==> src/design/lafl_pkg.sv <==
// package for the lifting-axle forced lowering block
// assumes a 40 MHz core clock; all counts derive from it
package lafl_pkg;

  // ---------------------------------------------------------------
  // clock and timing
  // ---------------------------------------------------------------
  localparam int unsigned CLK_HZ          = 40000000;  // core clock rate
  localparam int unsigned PRESS_MS        = 5000;      // long press time in ms
  localparam int unsigned PRESS_CYC       = (CLK_HZ / 1000) * PRESS_MS;  // least time, exact
  localparam int unsigned DEBOUNCE_US     = 10;        // debounce settle time in us
  localparam int unsigned DEBOUNCE_CYC    = (CLK_HZ / 1000000) * DEBOUNCE_US;
  localparam int unsigned PRESS_W         = 28;        // press counter width
  localparam int unsigned DEB_W           = 16;        // debounce counter width

  // ---------------------------------------------------------------
  // avalon register map (byte addresses)
  // ---------------------------------------------------------------
  localparam logic [3:0] CTRL_OFS    = 4'h0;  // configuration
  localparam logic [3:0] PANEL_OFS   = 4'h4;  // display panel and remote requests
  localparam logic [3:0] STATUS_OFS  = 4'h8;  // block state, read only
  localparam logic [3:0] INPUTS_OFS  = 4'hc;  // debounced contacts and vehicle flags, read only

  // ctrl field positions
  localparam int unsigned CTRL_SRC_LSB   = 0;  // two-bit source select
  localparam int unsigned CTRL_POL_BIT   = 2;  // 1: input active at supply
  localparam int unsigned CTRL_SCOPE_BIT = 3;  // 1: second axle only
  localparam logic [31:0] CTRL_RST       = 32'h0000_0000;

  // panel field positions
  localparam int unsigned PNL_LOWER_BIT  = 0;  // panel requests lowering
  localparam int unsigned PNL_OVR_BIT    = 1;  // panel value overrides switch
  localparam int unsigned PNL_AX1_BIT    = 2;  // keep axle 1 down
  localparam int unsigned PNL_AX2_BIT    = 3;  // keep axle 2 down
  localparam int unsigned PNL_REMOTE_BIT = 4;  // remote control lowering
  localparam logic [31:0] PANEL_RST      = 32'h0000_0000;

  // lowering source selection
  typedef enum logic [1:0] {
    SRC_SWITCH = 2'b00,
    SRC_BUTTON = 2'b01,
    SRC_REMOTE = 2'b10,
    SRC_PANEL  = 2'b11
  } lafl_src_t;

  // button press state machine
  typedef enum logic [1:0] {
    BTN_IDLE  = 2'b00,
    BTN_TIMED = 2'b01,
    BTN_HELD  = 2'b10
  } lafl_btn_t;

endpackage : lafl_pkg

==> src/design/lafl_debounce.sv <==
// two-flop synchroniser and settle-time debouncer for one input
// assumes the input is a slow mechanical contact
`timescale 1ns/100ps
`default_nettype none
module lafl_debounce
  import lafl_pkg::*;
(
  // clock and reset
  input  wire logic core_clk,
  input  wire logic reset_n,
  // raw and filtered level
  input  wire logic raw_in,
  output var  logic clean_ff
);

  // ---------------------------------------------------------------
  // synchroniser
  // ---------------------------------------------------------------
  logic              meta_ff;  // first stage, read only by sync_ff
  logic              sync_ff;  // second stage
  logic [DEB_W-1:0]  cnt_ff;   // settle counter

  // bound for the settle check, one above the counter limit
  localparam int     SETTLE_MAX = DEBOUNCE_CYC;

  // two-flop crossing of the raw contact
  always_ff @(posedge core_clk or negedge reset_n) begin
    if (!reset_n) begin
      meta_ff <= 1'b0;
      sync_ff <= 1'b0;
    end else begin
      meta_ff <= raw_in;
      sync_ff <= meta_ff;
    end
  end

  // ---------------------------------------------------------------
  // debounce: a change must stand for the settle time
  // ---------------------------------------------------------------
  always_ff @(posedge core_clk or negedge reset_n) begin
    if (!reset_n) begin
      cnt_ff   <= '0;
      clean_ff <= 1'b0;
    end else if (sync_ff == clean_ff) begin
      cnt_ff <= '0;                                      // no change pending
    end else if (cnt_ff == DEB_W'(DEBOUNCE_CYC - 1)) begin
      cnt_ff   <= '0;
      clean_ff <= sync_ff;                               // change accepted
    end else begin
      cnt_ff <= cnt_ff + DEB_W'(1);
    end
  end
endmodule : lafl_debounce
`default_nettype wire

==> src/design/lafl_top.sv <==
// forced lowering and deactivation of the lifting-axle function
// assumes avalon-mm master on the register side and contact inputs on pins
// How it works
// - lowering request suspends automatic axle raising
// - closed switch lowers every lifting axle
// - display panel overrides disagreeing switch input
// - opened switch returns control to automatic
// - button held over five seconds lowers axles
// - shorter press re-enables automatic control
// - two axles individually held down
// - one axle held lets other rise
// - rear axle lowering inhibits load and turning
// - front axle deactivation inhibits traction help
// - raise only within speed and pressure limits
// - input polarity selectable supply or ground
// - lowering acts on all or second axle
// - source select: switch button remote panel
//
// The placing of the registers and the Avalon-MM register port were decided locally.
`timescale 1ns/100ps
`default_nettype none
module lafl_top
  import lafl_pkg::*;
(
  // clock and reset
  input  wire logic        core_clk,
  input  wire logic        reset_n,
  // avalon-mm slave
  input  wire logic [3:0]  avs_address,
  input  wire logic        avs_read,
  input  wire logic        avs_write,
  input  wire logic [31:0] avs_writedata,
  input  wire logic [3:0]  avs_byteenable,
  output var  logic [31:0] avs_readdata,
  output logic             avs_waitrequest,
  // contact inputs from the towing vehicle
  input  wire logic        lower_in,
  input  wire logic        axle1_sw_in,
  input  wire logic        axle2_sw_in,
  // vehicle state flags
  input  wire logic        speed_ok,
  input  wire logic        pressure_ok,
  // automatic control requests from the level logic
  input  wire logic        auto_raise1,
  input  wire logic        auto_raise2,
  // axle and function commands
  output var  logic        axle1_raise_ff,
  output var  logic        axle2_raise_ff,
  output var  logic        auto_suspend_ff,
  output var  logic        load_opt_inhibit_ff,
  output var  logic        turn_assist_inhibit_ff,
  output var  logic        traction_inhibit_ff
);

  // ---------------------------------------------------------------
  // declarations
  // ---------------------------------------------------------------
  logic [31:0]        ctrl_ff;        // configuration register
  logic [31:0]        panel_ff;       // panel and remote register
  logic               rd_done_ff;     // read answer cycle
  logic               lower_clean;    // debounced lowering contact
  logic               ax1_clean;      // debounced axle 1 switch
  logic               ax2_clean;      // debounced axle 2 switch
  logic               lower_act;      // polarity-corrected request
  lafl_src_t          src;            // selected source
  lafl_btn_t          btn_ff;         // button state
  logic [PRESS_W-1:0] press_ff;       // press duration counter
  logic               btn_lower_ff;   // latched long-press lowering
  logic               force_req;      // forced lowering request of the selected source
  logic               hold1;          // axle 1 held down
  logic               hold2;          // axle 2 held down
  logic               limits_ok;      // raising permitted by flags
  logic               wr_hit;         // accepted write
  logic [31:0]        be_mask;        // byte lane mask

  // ---------------------------------------------------------------
  // input filtering
  // ---------------------------------------------------------------
  // one filter per contact; mechanical bounce would restart the press timer
  lafl_debounce u_deb_lower (
    .core_clk (core_clk),
    .reset_n  (reset_n),
    .raw_in   (lower_in),
    .clean_ff (lower_clean)
  );

  lafl_debounce u_deb_ax1 (
    .core_clk (core_clk),
    .reset_n  (reset_n),
    .raw_in   (axle1_sw_in),
    .clean_ff (ax1_clean)
  );

  lafl_debounce u_deb_ax2 (
    .core_clk (core_clk),
    .reset_n  (reset_n),
    .raw_in   (axle2_sw_in),
    .clean_ff (ax2_clean)
  );

  // ---------------------------------------------------------------
  // avalon slave
  // ---------------------------------------------------------------
  // writes finish at once; reads wait one cycle for registered data
  assign avs_waitrequest = avs_read && !rd_done_ff;
  assign wr_hit          = avs_write;
  assign be_mask         = {{8{avs_byteenable[3]}}, {8{avs_byteenable[2]}},
                            {8{avs_byteenable[1]}}, {8{avs_byteenable[0]}}};

  // read answer strobe, cleared once the master takes the data
  always_ff @(posedge core_clk or negedge reset_n) begin
    if (!reset_n) begin
      rd_done_ff <= 1'b0;
    end else begin
      rd_done_ff <= avs_read && !rd_done_ff;
    end
  end

  // read data register; unmapped offsets read zero
  always_ff @(posedge core_clk or negedge reset_n) begin
    if (!reset_n) begin
      avs_readdata <= 32'h0000_0000;
    end else if (avs_read && !rd_done_ff) begin
      case (avs_address)
        CTRL_OFS:   avs_readdata <= {28'h0000000, ctrl_ff[3:0]};
        PANEL_OFS:  avs_readdata <= {27'h0000000, panel_ff[4:0]};
        STATUS_OFS: avs_readdata <= {24'h000000, btn_lower_ff, force_req,
                                     traction_inhibit_ff, load_opt_inhibit_ff,
                                     auto_suspend_ff, axle2_raise_ff,
                                     axle1_raise_ff, btn_ff == BTN_TIMED};
        INPUTS_OFS: avs_readdata <= {27'h0000000, pressure_ok, speed_ok,
                                     ax2_clean, ax1_clean, lower_clean};
        default:    avs_readdata <= 32'h0000_0000;
      endcase
    end
  end

  // configuration register: source, polarity, scope
  always_ff @(posedge core_clk or negedge reset_n) begin
    if (!reset_n) begin
      ctrl_ff <= CTRL_RST;
    end else if (wr_hit && avs_address == CTRL_OFS) begin
      ctrl_ff <= (ctrl_ff & ~be_mask) | (avs_writedata & be_mask & 32'h0000_000f);
    end
  end

  // panel register: display panel and remote control requests
  always_ff @(posedge core_clk or negedge reset_n) begin
    if (!reset_n) begin
      panel_ff <= PANEL_RST;
    end else if (wr_hit && avs_address == PANEL_OFS) begin
      panel_ff <= (panel_ff & ~be_mask) | (avs_writedata & be_mask & 32'h0000_001f);
    end
  end

  // ---------------------------------------------------------------
  // request decode
  // ---------------------------------------------------------------
  // polarity: bit set means the contact is active when driven to supply
  assign lower_act = ctrl_ff[CTRL_POL_BIT] ? lower_clean : !lower_clean;
  assign src       = lafl_src_t'(ctrl_ff[CTRL_SRC_LSB +: 2]);
  assign limits_ok = speed_ok && pressure_ok;

  // source priority; the panel wins over the switch when it overrides
  always_comb begin
    case (src)
      SRC_SWITCH: begin
        if (panel_ff[PNL_OVR_BIT]) begin
          force_req = panel_ff[PNL_LOWER_BIT];
        end else begin
          force_req = lower_act;
        end
      end
      SRC_BUTTON: force_req = btn_lower_ff || panel_ff[PNL_LOWER_BIT];
      SRC_REMOTE: force_req = panel_ff[PNL_REMOTE_BIT];
      SRC_PANEL:  force_req = panel_ff[PNL_LOWER_BIT];
      default:    force_req = 1'b0;
    endcase
  end

  // ---------------------------------------------------------------
  // button timing
  // ---------------------------------------------------------------
  // a press that ends early toggles nothing; it only clears a held lowering
  always_ff @(posedge core_clk or negedge reset_n) begin
    if (!reset_n) begin
      btn_ff       <= BTN_IDLE;
      press_ff     <= '0;
      btn_lower_ff <= 1'b0;
    end else if (src != SRC_BUTTON) begin
      btn_ff       <= BTN_IDLE;
      press_ff     <= '0;
      btn_lower_ff <= 1'b0;
    end else begin
      case (btn_ff)
        BTN_IDLE: begin
          press_ff <= '0;
          if (lower_act) begin
            btn_ff <= BTN_TIMED;
          end
        end
        BTN_TIMED: begin
          if (!lower_act) begin
            btn_ff       <= BTN_IDLE;
            btn_lower_ff <= 1'b0;
          end else if (press_ff == PRESS_W'(PRESS_CYC)) begin
            btn_ff       <= BTN_HELD;
            btn_lower_ff <= 1'b1;
          end else begin
            press_ff <= press_ff + PRESS_W'(1);
          end
        end
        BTN_HELD: begin
          // lowering stays latched after release until the next short press or a change of source away from SRC_BUTTON
          if (!lower_act) begin
            btn_ff <= BTN_IDLE;
          end
        end
        default: btn_ff <= BTN_IDLE;
      endcase
    end
  end

  // ---------------------------------------------------------------
  // axle holding
  // ---------------------------------------------------------------
  // forced lowering reaches axle 1 only when scope is all axles
  assign hold1 = (force_req && !ctrl_ff[CTRL_SCOPE_BIT])
               || ax1_clean || panel_ff[PNL_AX1_BIT];
  assign hold2 = force_req || ax2_clean || panel_ff[PNL_AX2_BIT];

  // ---------------------------------------------------------------
  // axle commands
  // ---------------------------------------------------------------
  // a held axle never rises; the free one still follows automatic control
  always_ff @(posedge core_clk or negedge reset_n) begin
    if (!reset_n) begin
      axle1_raise_ff <= 1'b0;
      axle2_raise_ff <= 1'b0;
    end else begin
      axle1_raise_ff <= auto_raise1 && !hold1 && limits_ok;
      axle2_raise_ff <= auto_raise2 && !hold2 && limits_ok;
    end
  end

  // automatic suspension flag shows a forced lowering in force
  always_ff @(posedge core_clk or negedge reset_n) begin
    if (!reset_n) begin
      auto_suspend_ff <= 1'b0;
    end else begin
      auto_suspend_ff <= force_req;
    end
  end

  // ---------------------------------------------------------------
  // dependent function inhibits
  // ---------------------------------------------------------------
  // axle 2 is the rear axle, axle 1 the front; inhibits follow the hold
  always_ff @(posedge core_clk or negedge reset_n) begin
    if (!reset_n) begin
      load_opt_inhibit_ff    <= 1'b0;
      turn_assist_inhibit_ff <= 1'b0;
      traction_inhibit_ff    <= 1'b0;
    end else begin
      load_opt_inhibit_ff    <= hold2;
      turn_assist_inhibit_ff <= hold2;
      traction_inhibit_ff    <= hold1;
    end
  end
endmodule : lafl_top
`default_nettype wire

==> config.mk <==
export PLATFORM = sky130hd
export DESIGN_NAME = lafl_top
export DESIGN_NICKNAME = d
export VERILOG_FILES = /design/src/design/lafl_pkg.sv /design/src/design/lafl_debounce.sv /design/src/design/lafl_top.sv
export SDC_FILE = /design/constraint.sdc
export NUM_CORES = 1
export LEC_CHECK = 0
export BUFFER_PORTS_ARGS = -buffer_cell sky130_fd_sc_hd__buf_4
export CAP_MARGIN = 20
export CORE_ASPECT_RATIO = 0.7
export CORE_MARGIN = 2
export CORE_UTILIZATION = 38
export DETAILED_ROUTE_END_ITERATION = 10
export GPL_ROUTABILITY_DRIVEN = 0
export PLACE_DENSITY = 0.7
export SYNTH_ARGS = -nofsm -noshare
export SYNTH_HDL_FRONTEND = slang
export SYNTH_SLANG_ARGS = --single-unit
==> constraint.sdc <==
create_clock -name core_clk -period 2.05 [get_ports core_clk]
set_input_delay 0.5125 -clock core_clk [delete_from_list [all_inputs] [get_ports core_clk]]
set_output_delay 0.5125 -clock core_clk [all_outputs]
set_load 0.02 [all_outputs]
==> results.txt, run 1 <==
TritonCTS Buffers -> 9
io pins -> 90
gr ovfl total -> 0
clock sinks -> 111
Iter 0 DRT Violations -> 392
dpl cell area -> 6180 sq um
initial antenna violation count -> 0
critical path, cell by cell -> or4b_4 -> or3_4 -> buf_6 -> o211ai_4 -> buf_6 -> a22o_1 -> a21o_1
post-synthesis cell type count -> 57
slowest CP cell -> or4b_4
top cells by area, synth -> dfrtp_1, nor2_1, xor2_1
Final TNS setup -> -2.66 ns
worst slew pin tran -> 0.614 ns
worst setup margin -> -0.142 ns
Clock Power Share -> 0.372
Sequential Power Share -> 0.496
worst rel slew slack -> 0.590
flop2flop setup slack -> -0.14 ns
Leak Pwr -> 2.93 nW
final hold violation count -> 0
clk_lat worst skew -> 0.36 ns
status -> complete, but fails checks
vias post-DR -> 4,353
fill cell total of the finished layout -> 1,286
main combinational cell family by area after synthesis -> simple AND/OR/NAND/NOR gates
Core ar. -> 14,100 sq um
Tcrit/Tclk final -> 1.07
internal power -> 3.41 mW
clock tree from TritonCTS -> built
Worst setup SP type -> flop
Multi-input gate area -> 2630 sq um
pin count of the biggest net entering global routing -> 112
failing checks -> negative setup slack
Slew Limit Fails -> 0
Die Y -> 105 um
Post-synth ARST share -> 1.00
max-cap check violation count -> 0
crit end category -> flop
CP top delay family -> simple AND/OR/NAND/NOR gates
First-pass DRT Iterations -> 6
power per cell area -> 721 nW/um^2
hpwl dp -> 8810 um
Synth Flop Type -> dfrtp_1
xor/xnor share of the synthesized area -> 0.0744
Storage cell area -> 2780 sq um
Setup Skew -> 0.00862 ns
Max Clock Freq -> 456 MHz
CP dominant cell by count -> buf_6
mean routed wirelength per cell -> 15.2 um
Critical path buffers and inverters -> 2
final setup violation count -> 27
chip width -> 148 um
required time worst endpoint -> 2.35 ns
crit-path max cell delay -> 0.57 ns
Arr. time, crit path -> 2.49 ns
fin nets -> 673
Area Growth Syn to Fin -> 19.7%
post-synthesis cell area -> 5540 sq um
Detail Route Antenna Nets -> 0
clock tree buffer depth -> 2
Sw Share -> 0.285
maximum vdd drop -> 0.456 mV
Die ar. -> 15,600 sq um
mux contribution to synthesized area -> 0.0445
combinational share of power -> 0.131
Post-Route WL -> 12,300 um
Cells after Synth -> 542
cts hold-fix bufs -> 0
drt drc -> 0
vias per cell -> 5.36
overall power -> 4.78 mW
gr usage total -> 0.165
vias in the first global route -> 4,061
Synth top area share -> 0.502
Seq/Total Area, Yosys -> 0.502
min Tclk post-route -> 2.19 ns
row cnt -> 36
share of cells above drive strength 1 -> 0.211
Post-Layout Inst Area -> 6630 sq um
Yosys reg bits -> 111
simple-gate share of the synthesized area -> 0.211
Ys Warns -> 0
Adder-Cell Fraction of Synth Area -> 0.0113
first-pass GRT wire length -> 20,600 um
number of synthesized flops with an enable pin -> 0
CTS H-Tree Depth -> 3
Crit Path Class -> flop to flop
n_diodes -> 0
area leader, netlist -> dfrtp_1
Initial Utilization -> 0.394
CP Max Fanout -> 5
P_sw -> 1.36 mW
Synth Area in Compound Gates -> 0.103
CTS root buf -> clkbuf_16
Post-Place Cells -> 792
unrepaired setup endpoints after global routing -> yes
Post-Syn Area per Cell -> 10.2 sq um
final std cells w/o fill -> 812
PortBufs -> 35
Hold Path Class -> input port to async pin
Worst-path clk slew -> 0.08 ns
==> power groups by stage <==
stage | registers, mW | logic [mW] | clock network (mW)
floorplan | 2.43 | 0.336 | 0
global route | 2.39 | 0.679 | 1.92
finish | 2.37 | 0.628 | 1.78
CTS | 2.37 | 0.624 | 1.82
detailed placement | 2.41 | 0.592 | 0
global placement | 2.41 | 0.583 | 0
==> cell usage in the layout (no fill, tap or decap), types with 15 or more instances in the layout <==
| cell type | Yosys | layout |
|---|---|---|
| nand3_1 | 31 | 31 |
| xor2_1 | 27 | 27 |
| nand4_1 | 23 | 23 |
| xnor2_1 | 20 | 20 |
| a31oi_1 | 16 | 16 |
| conb_1 | 1 | 24 |
| buf_4 | 27 | 73 |
| and3_1 | 15 | 15 |
| nor2_1 | 66 | 66 |
| dfrtp_1 | 111 | 110 |
| nand2_1 | 42 | 42 |
==> timing repair <==
item	CTS	global route
setup buffers	2	1
setup endpoints to repair	30	30
pin swaps	5	3
gates resized for setup	16	6
gates cloned	1	0
==> through the flow <==
| step | hold WS (ns) | util | worst slack, ns |
|---|---|---|---|
| 3_5_place_dp | 0.337 | 0.440 | -0.217 |
| 5_1_grt | 0.242 | 0.471 | -0.204 |
| 4_1_cts | 0.246 | 0.468 | -0.104 |
| 2_1_floorplan | 0.217 | - | 0.0124 |
| 6_report | 0.198 | 0.471 | -0.142 |
| 3_3_place_gp | 0.334 | 0.440 | -0.227 |
==> synth_stat cells, drive strengths merged (9+ instances only) <==
master	instances
nor4	12
dfrtp	111
a21oi	11
mux2	13
a31oi	16
xor2	27
buf	29
xnor2	20
and3	15
o21ai	9
nor3	13
nand4	23
inv	11
nand3	31
nand2	43
a22o	9
clkbuf	9
nor2	66
==> metal layers <==
layer | up-vias | wire (um) | global-route usage
met4 | 0 | 191 | 0.0517
met1 | 2133 | 5830 | 0.247
met3 | 14 | 774 | 0.0288
met2 | 152 | 5550 | 0.241
met5 | - | 0 | 0
li1 | 2054 | - | -
==> kinds of logic (layout without fill, tap and decap cells) <==
logic type / count (synthesis) / after routing
AND/OR/NAND/NOR: 232 / 232
flip-flops: 111 / 111
AO/OA/AOI/OAI: 79 / 79
buffers and inverters: 49 / 106
XOR/XNOR: 47 / 47
multiplexers: 18 / 18
adder cells (fa/ha/maj): 5 / 5
other: 1 / 24
==> registers in the layout, summed over array words and instances (netlist names), 2 cells and up, named ones only <==
| name | flops |
|---|---|
| avs_readdata | 8 |
| u_deb_ax2.cnt_ff | 16 |
| press_ff | 28 |
| u_deb_lower.cnt_ff | 16 |
| u_deb_ax1.cnt_ff | 16 |
| btn_ff | 2 |
==> worst paths after layout <==
kind	end	cells after the start	from
setup / recovery	press_ff[25]	7	press_ff[10]
hold reg to reg	u_deb_ax2.sync_ff	0	u_deb_ax2.meta_ff
min in group core_clk	u_deb_ax2.meta_ff	1	axle2_sw_in
hold / removal	u_deb_lower.cnt_ff[10]	2	reset_n
max in group asynchronous	press_ff[14]	2	reset_n
setup reg to reg	press_ff[25]	7	press_ff[10]
==> area by class of cell <==
| class | count | area share |
|---|---|---|
| Sequential cell | 111 | 0.419 |
| Multi-Input combinational cell | 405 | 0.398 |
| Timing Repair Buffer | 79 | 0.0942 |
| Tap cell | 190 | 0.0359 |
| Clock buffer | 9 | 0.0340 |
| Clock inverter | 7 | 0.0127 |
| Inverter | 11 | 0.00623 |
No activity file was read; power rests on OpenSTA's default activity.
==> run 2: changes to the inputs <==
--- a/config.mk
+++ b/config.mk
@@ -9,10 +9,10 @@
 export CAP_MARGIN = 20
 export CORE_ASPECT_RATIO = 0.7
 export CORE_MARGIN = 2
-export CORE_UTILIZATION = 38
+export CORE_UTILIZATION = 40
 export DETAILED_ROUTE_END_ITERATION = 10
 export GPL_ROUTABILITY_DRIVEN = 0
-export PLACE_DENSITY = 0.7
+export PLACE_DENSITY = 0.72
 export SYNTH_ARGS = -nofsm -noshare
 export SYNTH_HDL_FRONTEND = slang
 export SYNTH_SLANG_ARGS = --single-unit
==> run 2 against run 1 <==
Net effect:
- the run still ends with negative setup slack left
- critical path depth fell by 2
- sequential cell count did not move
- core utilization rose by 2.9 points
- total power rose by 1.9%
- global-route usage rose by 1.5 points
- sequential power barely moved
- critical path type unchanged
==> results.txt, run 2 (synthesis gave the netlist of run 1 again) <==
status -> complete, but fails checks
failing checks -> negative setup slack
unrepaired setup endpoints after global routing -> yes
CTS root buf -> clkbuf_16
Slew Limit Fails -> 0 (unchanged)
worst rel slew slack -> 0.555 (-0.0355)
overall power -> 4.87 mW (+1.9%)
Max Clock Freq -> 466 MHz (+2.2%)
hpwl dp -> 9210 um (+4.6%)
worst slew pin tran -> 0.661 ns (+0.0471 ns)
gr usage total -> 0.179 (+0.0147)
Setup Skew -> 0.00444 ns (-0.00418 ns)
commonest non-fill, non-tap cells in the layout -> dfrtp_1, buf_4, nor2_1, nand2_1, nand3_1
CTS H-Tree Depth -> 3 (unchanged)
chip width -> 145 um (-2.5%)
io pins -> 90 (unchanged)
Worst-path clk slew -> 0.07 ns (about the same)
initial antenna violation count -> 0 (unchanged)
TritonCTS Buffers -> 9 (unchanged)
Detail Route Antenna Nets -> 0 (unchanged)
Worst setup SP type -> flop
vias in the first global route -> 4,175 (+2.8%)
fin nets -> 673 (unchanged)
Post-Route WL -> 12,500 um (+1.3%)
first-pass GRT wire length -> 20,800 um (+0.91%)
required time worst endpoint -> 2.27 ns (-0.08 ns)
Post-Place Cells -> 788 (-0.51%)
PortBufs -> 35 (unchanged)
Area Growth Syn to Fin -> 20.7%
Initial Utilization -> 0.414 (+0.0206)
final std cells w/o fill -> 807 (-0.62%)
commonest non-fill, non-tap cell in the layout -> dfrtp_1
Crit Path Class -> flop to flop
vias per cell -> 5.35 (-0.21%)
gr ovfl total -> 0 (unchanged)
pin count of the biggest net entering global routing -> 37 (-67%)
Biggest register -> press_ff
max-cap check violation count -> 0 (unchanged)
Die Y -> 102 um (-2.4%)
Arr. time, crit path -> 2.37 ns (-0.12 ns)
share of cells above drive strength 1 -> 0.223 (+0.0129)
n_diodes -> 0 (unchanged)
worst setup margin -> -0.0959 ns (+0.0464 ns)
vias post-DR -> 4,317 (-0.83%)
Tcrit/Tclk final -> 1.05 (-0.0226)
Leak Pwr -> 2.97 nW (+1.3%)
row cnt -> 35 (-2.8%)
Hold Path Class -> input port to async pin
min Tclk post-route -> 2.15 ns (-0.0464 ns)
drt drc -> 0 (unchanged)
mean routed wirelength per cell -> 15.5 um (+2.0%)
CP Max Fanout -> 13 (+8)
clock sinks -> 111 (unchanged)
Die ar. -> 14,800 sq um (-4.8%)
clock tree buffer depth -> 2 (unchanged)
final setup violation count -> 26 (-3.7%)
clk_lat worst skew -> 0.35 ns (about the same)
power per cell area -> 729 nW/um^2 (+1.0%)
final hold violation count -> 0 (unchanged)
crit end category -> flop
Largest register FFs -> 28 (unchanged)
First-pass DRT Iterations -> 5 (-1)
Core ar. -> 13,400 sq um (-5.0%)
maximum vdd drop -> 0.461 mV (+1.1%)
Iter 0 DRT Violations -> 326 (-17%)
clock tree from TritonCTS -> built
-- run 2: cell count changes in the layout (fill, tap and decap cells not counted), moves of 2 or more --
cell        change
bufinv_16       +2
inv_6           -3
o21ai_0         -2
clkinv_2        +2
clkinvlp_4      +2
clkinv_8        -2
-- run 2: final cells by class --
cell class,instances,area (sq um)
clock buffers,9,225
clock inverters,7,96.3
fillers,1172,6670
inverters,11,41.3
multi-input cells,405,2680
flip-flops and latches,111,2780
well taps,185,231
repair buffers,79,628
-- run 2: final timing paths --
kind | from | end | slack (ns) | cells after the start
min in group core_clk | lower_in | u_deb_lower.meta_ff | 0.27 | 1
hold / removal | reset_n | press_ff[19] | 0.12 | 1
hold reg to reg | u_deb_lower.meta_ff | u_deb_lower.sync_ff | 0.36 | 0
setup reg to reg | press_ff[10] | press_ff[12] | -0.1 | 5
max in group asynchronous | reset_n | u_deb_ax2.cnt_ff[15] | 1.26 | 2
setup / recovery | press_ff[10] | press_ff[12] | -0.1 | 5
-- run 2: per-stage QoR --
step                 util  TNS, ns  instance area, sq um  setup WS, ns  hold WS [ns]
finish              0.500    -1.56                  6680       -0.0959         0.119
global route        0.500    -2.75                  6680        -0.150         0.150
CTS                 0.491    -1.24                  6560       -0.0871         0.132
detailed placement  0.463    -3.52                  6180        -0.196         0.346
global placement    0.463    -2.63                  6180        -0.161         0.334
floorplan               -        0                  5620        0.0124         0.217
-- run 2: where the power goes --
group / internal (mW) / total [mW] / switching [mW]
Combinational: 0.247 / 0.607 / 0.361
Clock: 1.08 / 1.88 / 0.802
Sequential: 2.28 / 2.39 / 0.102
-- run 2: critical path, cell delays in order (launching register included) --
cell     delay (ns)
dfrtp_1        0.38
or4b_4         0.56
or3_4          0.35
o211a_2        0.39
a41oi_1        0.26
a31oi_1        0.07
-- run 2: timing repair --
action | in CTS | in global routing
setup endpoints to repair | 28 | 30
setup buffers | 0 | 3
pin swaps | 7 | 7
resized for setup | 17 | 17
hold endpoints to repair | 0 | 0
hold buffers | 0 | 0
-- run 2: metal layers --
metal  global-route usage  vias to the layer above  wire length, um  part of all wire
li1                     -                     2049                -                 -
met1                0.255                     2120             6030              0.48
met2                0.275                      131             5740              0.46
met3               0.0342                       17              541             0.043
met4               0.0657                        0              198             0.016
met5                    0                        -                0                 0
==> run 3: changes to the inputs <==
--- a/config.mk
+++ b/config.mk
@@ -15,4 +15,5 @@
 export PLACE_DENSITY = 0.72
 export SYNTH_ARGS = -nofsm -noshare
 export SYNTH_HDL_FRONTEND = slang
+export SYNTH_HIERARCHICAL = 1
 export SYNTH_SLANG_ARGS = --single-unit
==> run 3 against run 2 <==
Net effect:
- the run now ends clean
- fmax rose by 7.0%
- global-route usage fell by 0.095 points
- register-to-register slack improved by 0.14 ns
- via count rose by 11%
- first-iteration DRC count rose by 27%
- die area rose by 11%
- wire length rose by 12%
- clock skew rose by 0.0016 ns
- critical path depth rose by 3
- synthesized area rose by 12%
- critical path type unchanged
- critical endpoint is now press_ff[11]
==> results.txt, run 3 <==
Yosys reg bits -> 111 (unchanged)
final setup violation count -> 0 (-100%)
Final TNS setup -> 0 ns (+1.56 ns)
required time worst endpoint -> 2.27 ns (about the same)
fill cell total of the finished layout -> 1,366 (+17%)
crit end category -> flop
Detail Route Antenna Nets -> 0 (unchanged)
status -> finished, final reports clean
worst slew pin tran -> 0.625 ns (-0.0361 ns)
Tcrit/Tclk final -> 0.979 (-0.0683)
area leader, netlist -> dfrtp_1
fin nets -> 718 (+6.7%)
overall power -> 4.65 mW (-4.4%)
drt drc -> 0 (unchanged)
clock tree buffer depth -> 2 (unchanged)
Leak Pwr -> 3.09 nW (+4.1%)
setup bufs post-CTS -> 0 (unchanged)
Max Clock Freq -> 499 MHz (+7.0%)
Cells after Synth -> 607 (+12%)
Area Growth Syn to Fin -> 13.9%
synth cell count leaders -> dfrtp_1, nor2_1, xnor2_1
initial antenna violation count -> 0 (unchanged)
Initial Utilization -> 0.414 (about the same)
Slew Limit Fails -> 0 (unchanged)
Biggest register -> press_ff
chip width -> 152 um (+5.4%)
clk_lat worst skew -> 0.35 ns (about the same)
vias post-DR -> 4,790 (+11%)
PortBufs -> 35 (unchanged)
share of cells above drive strength 1 -> 0.226 (+0.00291)
Seq/Total Area, Yosys -> 0.450 (-0.0518)
final hold violation count -> 0 (unchanged)
pin count of the biggest net entering global routing -> 43 (+16%)
first-pass GRT wire length -> 24,000 um (+15%)
n_diodes -> 0 (unchanged)
gr ovfl total -> 0 (unchanged)
maximum vdd drop -> 0.385 mV (-16%)
clock sinks -> 111 (unchanged)
commonest non-fill, non-tap cell in the layout -> dfrtp_1
TritonCTS Buffers -> 9 (unchanged)
Hold Path Class -> input port to async pin
Synth top area share -> 0.450 (-0.0518)
Synth Flop Type -> dfrtp_1
slowest CP cell -> dfrtp_1
worst rel slew slack -> 0.583 (+0.0282)
crit-path max cell delay -> 0.39 ns (-0.17 ns)
top cells by area, synth -> dfrtp_1, xnor2_1, nor2_1
power per cell area -> 662 nW/um^2 (-9.1%)
Util after Layout -> 0.471 (-0.0289)
Die ar. -> 16,500 sq um (+11%)
row cnt -> 37 (+5.7%)
top-count cell post-synth -> dfrtp_1
vias per cell -> 5.56 (+3.9%)
mean routed wirelength per cell -> 16.2 um (+4.8%)
Ys Warns -> 6 (+6)
max-cap check violation count -> 0 (unchanged)
Post-synth ARST share -> 1.00 (unchanged)
vias in the first global route -> 4,699 (+13%)
Largest register FFs -> 28 (unchanged)
CP Max Fanout -> 8 (-5)
gr usage total -> 0.178 (-0.000954)
Worst setup SP type -> flop
Post-Route WL -> 14,000 um (+12%)
Worst-path clk slew -> 0.07 ns (about the same)
Core ar. -> 14,900 sq um (+12%)
CTS root buf -> clkbuf_16
hpwl dp -> 10,200 um (+11%)
critical path, cell by cell -> inv_1 -> ha_1 -> nor4bb_4 -> nand4_1 -> o21a_4 -> buf_4 -> nand2_1 -> o31ai_1
post-synthesis cell area -> 6170 sq um (+12%)
Setup Skew -> 0.00603 ns (+0.00158 ns)
CTS H-Tree Depth -> 3 (unchanged)
Die Y -> 108 um (+5.4%)
Iter 0 DRT Violations -> 415 (+27%)
commonest non-fill, non-tap cells in the layout -> dfrtp_1, nor2_1, buf_4, xnor2_1, nand2_1
number of synthesized flops with an enable pin -> 0 (unchanged)
min Tclk post-route -> 2.01 ns (-0.140 ns)
Crit Path Class -> flop to flop
Arr. time, crit path -> 2.22 ns (-0.15 ns)
clock tree from TritonCTS -> built
First-pass DRT Iterations -> 6 (+1)
io pins -> 90 (unchanged)
post-synthesis cell type count -> 68 (+19%)
Post-Syn Area per Cell -> 10.2 sq um (-0.44%)
run 3: cell count changes in the layout (fill, tap and decap cells not counted), moves of 6 or more:
cell and delta:
xnor2_1 +20, xor2_1 -20, a21oi_1 +18, inv_1 +12, nor2_1 +11, nand2_1 -10, a31oi_1 -9, nand4_2 +9
nor4_2 +9, mux2i_1 +8, nor3_1 +7, and3_1 -6, buf_6 -6, nand3_1 -6
run 3: worst paths after layout:
| path | from | endpoint | slack (ns) | cells past startpoint |
|---|---|---|---|---|
| worst max-delay path | press_ff[0] | press_ff[11] | 0.04 | 8 |
| worst min-delay path | reset_n | u_deb_ax1/cnt_ff[15] | 0.11 | 1 |
| worst max register to register | press_ff[0] | press_ff[11] | 0.04 | 8 |
| worst min register to register | u_deb_ax1/meta_ff | u_deb_ax1/sync_ff | 0.36 | 0 |
| max in group asynchronous | reset_n | press_ff[8] | 1.36 | 2 |
| min in group core_clk | axle1_sw_in | u_deb_ax1/meta_ff | 0.27 | 1 |
run 3: critical path, delay by kind of cell (launching register included):
kind / cells / cell delay, ns
buffers and inverters: 2 / 0.26
AO/OA/AOI/OAI: 2 / 0.37
flip-flops: 1 / 0.39
adder cells (fa/ha/maj): 1 / 0.21
AND/OR/NAND/NOR: 3 / 0.66
run 3: logic make-up after synthesis:
logic type,synth area share
other,0.000608
buffers and inverters,0.0655
AOI/OAI and AO/OA,0.0837
xor gates and xnor gates,0.0667
and+or+nand+nor,0.274
adders and majority gates,0.0101
DFF,0.450
muxes,0.0493
run 3: cell type report:
cell class                      instances  area (sq um)  share of cell area
Clock buffer                           10           229              0.0326
Clock inverter                          6          36.3             0.00516
Inverter                               23          86.3              0.0123
Multi-Input combinational cell        448          3110               0.443
Sequential cell                       111          2780               0.395
Tap cell                              195           244              0.0347
Timing Repair Buffer                   69           543              0.0773
run 3: timing repair:
action / 4_1_cts / 5_1_grt
endpoints found under the setup margin: 20 / 16
pin swaps: 0 / 2
gates resized for setup: 2 / 4
hold buffers: 0 / 0
run 3: through the flow:
stage	cell area [sq um]	hold slack (ns)	instances	setup slack (ns)
final	7030	0.114	862	0.0441
after floorplan	6260	0.217	630	0.139
after CTS	7000	0.128	862	0.0201
after detailed placement	6730	0.340	846	-0.102
after global placement	6730	0.336	846	-0.0511
after global routing	7030	0.136	862	-0.0126
run 3: power breakdown:
group	leakage, nW	switching (mW)	total (mW)	internal (mW)
Sequential	1.51	0.104	2.39	2.28
Combinational	1.45	0.390	0.645	0.256
Clock	0.132	0.801	1.62	0.822
Total	3.09	1.29	4.65	3.36
run 3: layer usage:
metal	wire (um)	up-vias	GRT usage
met4	100	0	0.0370
met3	834	10	0.0397
li1	-	2234	-
met1	6700	2384	0.259
met2	6360	162	0.276
met5	0	-	0
